$ cat src/include/qhb_pkg.sv
// Package for the quad UART host bus port: constants and types
package qhb_pkg;
  localparam int QHB_DATA_W = 8;
  localparam int QHB_ADDR_W = 3;
  localparam int QHB_CHAN_W = 2;
  localparam int QHB_NUM_CHAN = 4;
  localparam int QHB_NUM_REG = 8;
  // Reset values
  localparam logic [7:0] QHB_DATA_RST = 8'h00;
  localparam logic [2:0] QHB_ADDR_RST = 3'h0;
  localparam logic [1:0] QHB_CHAN_RST = 2'h0;
  localparam logic [3:0] QHB_SEL_RST = 4'hF;
  // Strap level that picks the strobe style bus
  localparam logic QHB_STRAP_STROBE = 1'b1;
  // Direction line levels in read/write style
  localparam logic QHB_DIR_READ = 1'b1;
  localparam logic QHB_DIR_WRITE = 1'b0;
  // Bus cycle state, Gray coded along idle -> read/write -> idle
  typedef enum logic [1:0]
  {
    QHB_IDLE = 2'b00,
    QHB_READ = 2'b01,
    QHB_WRITE = 2'b10
  } qhb_state_e;
endpackage

$ cat src/core/qhb_port.sv
// Host bus port of a four-channel UART: pin decode, register access strobes
`timescale 1ns/1ps
// Contract
// - Strap high selects strobe style, low selects read/write style; pins reassigned.
// - Three address lines pick one of eight registers in addressed channel.
// - Eight-bit data bus driven only during reads, sampled during writes.
// - Strobe style: read strobe fall starts read; data driven until rise.
// - Strobe style: write strobe fall begins write; rise loads the byte.
// - Strobe style: exactly one of four chip selects enables its channel.
// - Read/write style: write strobe pin is direction, high read, low write.
// - Read/write style: channel A select is the single chip select.
// - Read/write style: channel B and C selects become channel address lines.
module qhb_port
  import qhb_pkg::*;
(
  input wire logic clk_i,
  input wire logic reset_n_i,
  input wire logic bus_style_i,
  input wire logic read_strobe_n_i,
  input wire logic write_strobe_n_i,
  input wire logic chan_a_select_n_i,
  input wire logic chan_b_select_n_i,
  input wire logic chan_c_select_n_i,
  input wire logic chan_d_select_n_i,
  input wire logic [2:0] addr_i,
  input wire logic [7:0] data_i,
  output logic [7:0] data_o,
  output logic data_oe_n_o,
  input wire logic [31:0] rd_data_i,
  output logic rd_req_o,
  output logic wr_req_o,
  output logic [1:0] chan_o,
  output logic [2:0] reg_addr_o,
  output logic [7:0] wr_data_o
);
  // ==========================================================
  // Pin synchronisers: all host pins are asynchronous to clk_i
  localparam int SYNC_W = 20;
  // Reset to idle pin levels; all zeros would look like a selected write
  localparam logic [SYNC_W-1:0] SYNC_RST = {QHB_STRAP_STROBE, 1'b1, 1'b1, QHB_SEL_RST,
    QHB_ADDR_RST, QHB_DATA_RST, 2'h0};
  logic [SYNC_W-1:0] sync1_reg;
  logic [SYNC_W-1:0] sync2_reg;
  wire [SYNC_W-1:0] pins_raw = {bus_style_i, read_strobe_n_i, write_strobe_n_i,
    chan_a_select_n_i, chan_b_select_n_i, chan_c_select_n_i, chan_d_select_n_i,
    addr_i, data_i, 2'h0};
  always_ff @(posedge clk_i or negedge reset_n_i)
  begin
    if (!reset_n_i)
    begin
      sync1_reg <= SYNC_RST;
      sync2_reg <= SYNC_RST;
    end
    else
    begin
      sync1_reg <= pins_raw;
      sync2_reg <= sync1_reg;
    end
  end
  wire strap_s = sync2_reg[19];
  wire rd_n_s = sync2_reg[18];
  wire wr_n_s = sync2_reg[17];
  wire [3:0] cs_n_s = {sync2_reg[13], sync2_reg[14], sync2_reg[15], sync2_reg[16]};
  wire [2:0] addr_s = sync2_reg[12:10];
  wire [7:0] data_s = sync2_reg[9:2];

  // ==========================================================
  // Style decode
  function automatic logic one_low(input logic [3:0] v);
    one_low = (v == 4'hE) || (v == 4'hD) || (v == 4'hB) || (v == 4'h7);
  endfunction
  function automatic logic [1:0] low_index(input logic [3:0] v);
    low_index = !v[0] ? 2'h0 : !v[1] ? 2'h1 : !v[2] ? 2'h2 : 2'h3;
  endfunction
  wire strobe_style = (strap_s == QHB_STRAP_STROBE);
  // Strobe style: only a single asserted select counts; clashes are ignored
  wire sel_strobe = one_low(cs_n_s);
  wire [1:0] chan_strobe = low_index(cs_n_s);
  wire sel_rw = !cs_n_s[0];
  // Read strobe and channel D select are not looked at in this style
  wire [1:0] chan_rw = {cs_n_s[2], cs_n_s[1]};
  wire selected = strobe_style ? sel_strobe : sel_rw;
  wire [1:0] chan_sel = strobe_style ? chan_strobe : chan_rw;
  // Read/write style: select low qualifies, direction gives read or write
  wire rd_active = selected && (strobe_style ? !rd_n_s : wr_n_s == QHB_DIR_READ);
  wire wr_active = selected && (strobe_style ? (!wr_n_s && rd_n_s)
    : wr_n_s == QHB_DIR_WRITE);

  // ==========================================================
  // Bus cycle state machine
  qhb_state_e state_reg;
  qhb_state_e state_next;
  logic [7:0] latch_reg;
  logic [1:0] chan_reg;
  logic [2:0] addr_reg;
  always_comb
  begin
    state_next = state_reg;
    case (state_reg)
      QHB_IDLE:
      begin
        if (rd_active)
          state_next = QHB_READ;
        else if (wr_active)
          state_next = QHB_WRITE;
      end
      QHB_READ:
      begin
        if (!rd_active)
          state_next = QHB_IDLE;
      end
      QHB_WRITE:
      begin
        if (!wr_active)
          state_next = QHB_IDLE;
      end
      default: state_next = QHB_IDLE;
    endcase
  end
  wire rd_start = (state_reg == QHB_IDLE) && (state_next == QHB_READ);
  wire wr_end = (state_reg == QHB_WRITE) && (state_next == QHB_IDLE);
  wire [7:0] rd_byte = rd_data_i[8*chan_sel +: 8];
  always_ff @(posedge clk_i or negedge reset_n_i)
  begin
    if (!reset_n_i)
    begin
      state_reg <= QHB_IDLE;
      latch_reg <= QHB_DATA_RST;
      chan_reg <= QHB_CHAN_RST;
      addr_reg <= QHB_ADDR_RST;
    end
    else
    begin
      state_reg <= state_next;
      if (state_reg == QHB_IDLE)
      begin
        chan_reg <= chan_sel;
        addr_reg <= addr_s;
      end
      // Sampled all through the write so the rising edge value is kept
      if (state_reg == QHB_WRITE && wr_active)
        latch_reg <= data_s;
    end
  end

  // ==========================================================
  // Output registers
  always_ff @(posedge clk_i or negedge reset_n_i)
  begin
    if (!reset_n_i)
    begin
      data_o <= QHB_DATA_RST;
      data_oe_n_o <= 1'b1;
      rd_req_o <= 1'b0;
      wr_req_o <= 1'b0;
      chan_o <= QHB_CHAN_RST;
      reg_addr_o <= QHB_ADDR_RST;
      wr_data_o <= QHB_DATA_RST;
    end
    else
    begin
      rd_req_o <= rd_start;
      wr_req_o <= wr_end;
      if (rd_start || wr_end)
      begin
        chan_o <= rd_start ? chan_sel : chan_reg;
        reg_addr_o <= rd_start ? addr_s : addr_reg;
      end
      if (wr_end)
        wr_data_o <= latch_reg;
      if (rd_start)
        data_o <= rd_byte;
      data_oe_n_o <= !(state_next == QHB_READ);
    end
  end
endmodule

$ cat config.mk
export PLATFORM = sky130hd
export DESIGN_NAME = qhb_port
export DESIGN_NICKNAME = d
export VERILOG_FILES = /design/src/include/qhb_pkg.sv /design/src/core/qhb_port.sv
export SDC_FILE = /design/constraint.sdc
export NUM_CORES = 1
export LEC_CHECK = 0
export ABC_CLOCK_PERIOD_IN_PS = 4700
export BUFFER_PORTS_ARGS = -buffer_cell sky130_fd_sc_hd__buf_2
export CAP_MARGIN = 20
export CORE_UTILIZATION = 24
export DETAILED_ROUTE_END_ITERATION = 10
export PLACE_DENSITY = 0.45
export SETUP_SLACK_MARGIN = 0.02
export SYNTH_ARGS = -nofsm -noshare
export SYNTH_HDL_FRONTEND = slang
export SYNTH_SLANG_ARGS = --single-unit
$ cat constraint.sdc
create_clock -name clk_i -period 4.7 [get_ports clk_i]
set_input_delay 0.94 -clock clk_i [delete_from_list [all_inputs] [get_ports clk_i]]
set_output_delay 0.94 -clock clk_i [all_outputs]
set_load 0.05 [all_outputs]
* Word level (Yosys, flattened, before mapping)
Cells that the tools add are included.
** Operators by class
- Multiplexer cells :: 14
- Shifts and indexed selects :: 1
- $lt $le $gt $ge :: 0
- $add $sub $neg :: 0
- Multiply operators :: 0
- Divide/modulo/power cells :: 0
- Bitwise gates (word level) :: 1
- Eq/ne operators :: 7
- Reductions and logical operators :: 16
** Operator list (count)
- $shiftx 32x6->8 :: 1
- $mux 2 :: 8
- $eq 4x4->1 const B :: 3
- $logic_and 1x1->1 :: 6
- $pmux 2 s3 :: 1
- $eq 2x1->1 const B :: 2
- $eq 4x3->1 const B :: 1
- $logic_not 1->1 :: 4
- $logic_not 2->1 :: 2
- $logic_or 1x1->1 :: 4
- $mux 1 :: 4
- $mux 3 :: 1
- $eq 2x2->1 const B :: 1
- $not 1->1 :: 1
** Storage, ports and cells
- ROM bits :: 0
- Bits in latches :: 0
- Input bits :: 52
- Output and inout bits :: 24
- Bits in registers :: 75
- Word-level logic and storage cells :: 52
- Memories kept :: 0
- RAM bits :: 0

* Depth between registers and ports, before layout
- Depth in word-level cells :: 12
- Mapped depth :: 8
- Depth with buffers taken out :: 6

* Worst setup path after synthesis
OpenSTA, ideal clock, no wires.
- Path type :: register to register
- From :: register sync2_reg[19]
- To :: register data_o[0]
- Data arrival time :: 1796 ps
- Setup time :: 118 ps
- Data required time :: 4582 ps
- Setup slack :: 2787 ps
- Path buffers :: 1
- Cell stages (with the launch flop) :: 7
- Period minus slack after synthesis :: 1913 ps
- Path through :: dfstp_2 -> buf_2 -> nor2b_1 -> a31oi_4 -> mux4_2 -> nand2_1 -> nand2_1
** On the way
- Word-level cells in the longest chain between the ends :: 7
- Elaborated cells between the ends (all ways) :: 14
- Those cells by class :: eq/ne (1); shift (1); mux (9); reduce/logical (3)
** Ends and longest elaborated chain
- start, declared :: line qhb_port.sv:43 : logic [SYNC_W-1:0] sync2_reg;
- start signal, assigned :: line qhb_port.sv:57 : sync2_reg <= sync1_reg;
- $mux 1 (on tied branches) :: line qhb_port.sv:82, qhb_port.sv:86
- $logic_and 1x1->1 :: line qhb_port.sv:86 : wire wr_active = selected && (strobe_style ? (!wr_n_s && rd_n_s)
- $mux 2 :: line qhb_port.sv:104 : else if (wr_active)
- $mux 2 :: line qhb_port.sv:102 : if (rd_active)
- $pmux 2 s3 :: line qhb_port.sv:99 : case (state_reg)
- $eq 2x1->1 :: line qhb_port.sv:120 : wire rd_start = (state_reg == QHB_IDLE) && (state_next == QHB_READ);
- $logic_and 1x1->1 :: line qhb_port.sv:120
- end signal, assigned :: line qhb_port.sv:172 : data_o <= rd_byte;
- end, declared :: line qhb_port.sv:27 : output logic [7:0] data_o,
Parallel ways exist; a longest one is shown, timed or not.
A chain may end at the register's enable or synchronous reset.

* Worst setup path after layout
- From :: register sync2_reg[14]
- To :: register chan_o[1]
** On the way
- Word-level cells in the longest chain between the ends :: 12
- Elaborated cells between the ends (all ways) :: 22
- Those cells by class :: eq/ne (5); mux (8); reduce/logical (9)
** Ends and longest elaborated chain
- $eq 4x4->1 :: line qhb_port.sv:70 : one_low = (v == 4'hE) || (v == 4'hD) || (v == 4'hB) || (v == 4'h7);
- $logic_or 1x1->1 (3 in series) :: line qhb_port.sv:70
- $mux 1 :: line qhb_port.sv:82 : wire selected = strobe_style ? sel_strobe : sel_rw;
- $logic_and 1x1->1 :: line qhb_port.sv:86
- $mux 2 :: line qhb_port.sv:104
- $mux 2 :: line qhb_port.sv:102
- $pmux 2 s3 :: line qhb_port.sv:99
- $eq 2x1->1 / $logic_not 2->1 (equally long branches) :: line qhb_port.sv:120, qhb_port.sv:121
- $logic_and 1x1->1 (on tied branches) :: line qhb_port.sv:120, qhb_port.sv:121
- $mux 2 / $logic_or 1x1->1 (equally long branches) :: line qhb_port.sv:166, qhb_port.sv:164
- end signal, assigned :: line qhb_port.sv:166 : chan_o <= rd_start ? chan_sel : chan_reg;
- end, declared :: line qhb_port.sv:32 : output logic [1:0] chan_o,
Parallel ways exist; a longest one is shown, timed or not.

==> impl_metrics.tcl <==
set metrics [dict create \
    nets 311 \
    synth_warnings 0 \
    met1_length_um 2342 \
    cp_max_fo 16 \
    vias 1648 \
    drt_first_pass_iters 4 \
    timing.slew.headroom_pct 34.41 \
    die_x_um 109.6 \
    rows 38 \
    min-delay-start "sync1_reg[4]" \
    wl_um 5271 \
    period_share_pct 58.79 \
    track_usage_pct 9.629 \
    maxCapViolCount 0 \
    antenna_found_initial 0 \
    grt_pass1_vias 1720 \
    initial_utilization_pct 25.08 \
    yosysSeqAreaShare_pct 68.21 \
    root_buffer "clkbuf_16" \
    fin_tns_setup_ps 0 \
    synth_area_sq_um 2779 \
    grt_pass1_wl_um 8480 \
    min_period_ps 2763 \
    met2RoutedLength_um 2501 \
    postCtsSetupRepairBufs 0 \
    synth_nets 231 \
    critPathLaunchType "register" \
    grt_overflow_total 0 \
    io_pins 76 \
    hp-class "reg -> reg" \
    dieHeight_um 109.6 \
    htreeDepth 3 \
    dieArea_sq_um 12010 \
    setup_viol 0 \
    viasPerCell 4.079 \
    place_congestion 0.6115 \
    hold_viol_final 0 \
    placed_cell_area_sq_um 3296 \
    highest_layer "met4" \
    intPower_w 0.001389 \
    yosysUniqueCellTypes 31 \
    worst_pin_slew_ps 979.6 \
    p_switching_w 0.0006666 \
    met3_length_um 349 \
    status "finished clean" \
    p_per_area_nw_per_um2 567.9 \
    r2r-start "sync2_reg[14]" \
    clockBufferDepth 2 \
    finClkSkew_ps 3.871 \
    ant_nets 0 \
    fmax_ghz 0.3619 \
    core_sq_um 11080 \
    drt_iter0_markers 36 \
    seqPwrFrac_pct 39.7 \
    cts.sinks 75 \
    power.leakage_nw 1.750 \
    rsz0062_at_grt "no" \
    power_w 0.002055 \
    syn_to_final_growth_pct 30.26 \
    startpoint "sync2_reg[14]" \
    layout-drive-gt1-share_pct 54.55 \
    clkPwrFrac_pct 35.5 \
    endpoint_kind "register" \
    clock_latency_ps 330 \
    synth.avg_cell_area_sq_um 15.52 \
    combPwrFrac_pct 24.8 \
    dp_hpwl_um 3535 \
    cts_tree "built" \
    wl_per_cell_um 13.05 \
    worstSetupPathType "reg -> reg" \
    vdd_drop_max_v 0.0002672 \
    drc_errors 0 \
    path_clk_slew_ps 60 \
    postCtsHoldBufs 0 \
    crit_required_ps 4870 \
    antenna_cells 0 \
    sw_frac_of_total_pct 32.43 \
    cts_resized 0 \
    yosys_register_bits 75 \
    fin_area_sq_um 3620 \
    crit_arrival_ps 2940 \
    cts_buffers 9 \
    synth_cells 179 \
    io_buffers 75 \
    drv_slew 0 \
    grt_start_max_net_pins 76 \
]
## per-layer routing
layer | GRT usage, % | up-vias
met5 | 0 | -
met4 | 4.571 | 0
met3 | 3.675 | 7
met2 | 14.29 | 51
met1 | 12.32 | 807
li1 | - | 783
## cell usage after synthesis
master,count,area (sq um)
buf_6,1,11.26
buf_4,1,7.510
a31oi_2,1,12.51
dfrtp_1,60,1501
xnor2_1,1,8.760
mux2_2,11,123.9
nor2_1,6,22.52
mux4_2,8,180.2
clkbuf_1,2,7.510
a31oi_4,1,21.27
o211ai_1,1,7.510
nand3_1,1,5.000
nand2b_4,1,13.76
a21o_1,1,7.510
a211oi_2,1,12.51
nor2b_1,2,12.51
nand2_1,25,93.84
o21ai_2,1,8.760
a21boi_0,5,37.54
mux2_4,8,120.1
and2b_1,1,7.510
a21oi_1,6,30.03
nand2_2,1,6.260
nand2b_1,1,6.260
inv_1,4,15.01
o22a_1,3,26.28
a2bb2oi_1,2,17.52
or3_1,1,6.260
dfstp_2,15,394.1
buf_2,2,10.01
a31o_2,5,43.79
## final timing paths
kind	end	slack (ps)	depth (start not counted)
setup / recovery	chan_o[1]	1940	6
hold / removal	sync2_reg[4]	350	0
setup reg to reg	chan_o[1]	1940	6
hold reg to reg	sync2_reg[4]	350	0
max in group asynchronous	chan_reg[0]	3360	1
min in group asynchronous	sync1_reg[6]	750	1
## power groups by stage
stage	registers, W	logic [W]	clock network [W]
final	0.000815	0.000509	0.000731
after global routing	0.000831	0.000540	0.000780
after CTS	0.000816	0.000517	0.000758
after detailed placement	0.000827	0.000515	0
after global placement	0.000828	0.000507	0
after floorplan	0.00106	0.000146	0
## worst max-delay path, cell delays in order (launching register included)
cell and delay, ps:
dfstp_2 560, xnor2_1 140, a211oi_2 120, o211ai_1 800
inv_1 510, a31o_2 360, a2bb2oi_1 120
## cell type report
type	instances	area [sq um]
fill	1112	7458
sequential	75	1896
multi-input combinational	94	832.0
timing repair buffer	75	377.9
clock buffer	9	225.2
tap	140	175.2
clock inverter	7	98.84
inverter	4	15.01
## stage by stage
step,std cells,worst slack (ps),hold slack [ps],utilization (%)
6_report,404,1937,347.8,32.67
5_1_grt,404,1638,353.2,32.67
4_1_cts,404,1881,349.5,32.67
3_5_place_dp,388,1904,334.7,29.75
3_3_place_gp,388,1988,332.2,29.75
2_1_floorplan,179,2787,331.2,-
## cell usage in the layout, fill, tap and decap left out, drive strengths merged, types with 2 or more instances in the layout
cell type and count:
buf 75, dfrtp 60, nand2 26, mux2 19
dfstp 15, clkbuf 9, mux4 8, a21oi 6
nor2 6, inv 6, a21boi 5, a31o 5
o22a 3, nor2b 2, a2bb2oi 2, bufinv 2
nand2b 2, a31oi 2, clkinv 2
## cells by family after synthesis
group,count (synthesis),synth area share [%]
flip-flops,75,68.21
AO/OA/AOI/OAI,27,8.105
AND/OR/NAND/NOR,39,6.259
XOR/XNOR,1,0.3152
multiplexers,27,15.26
buffers and inverters,10,1.846
(Power assumes the default switching activity.)
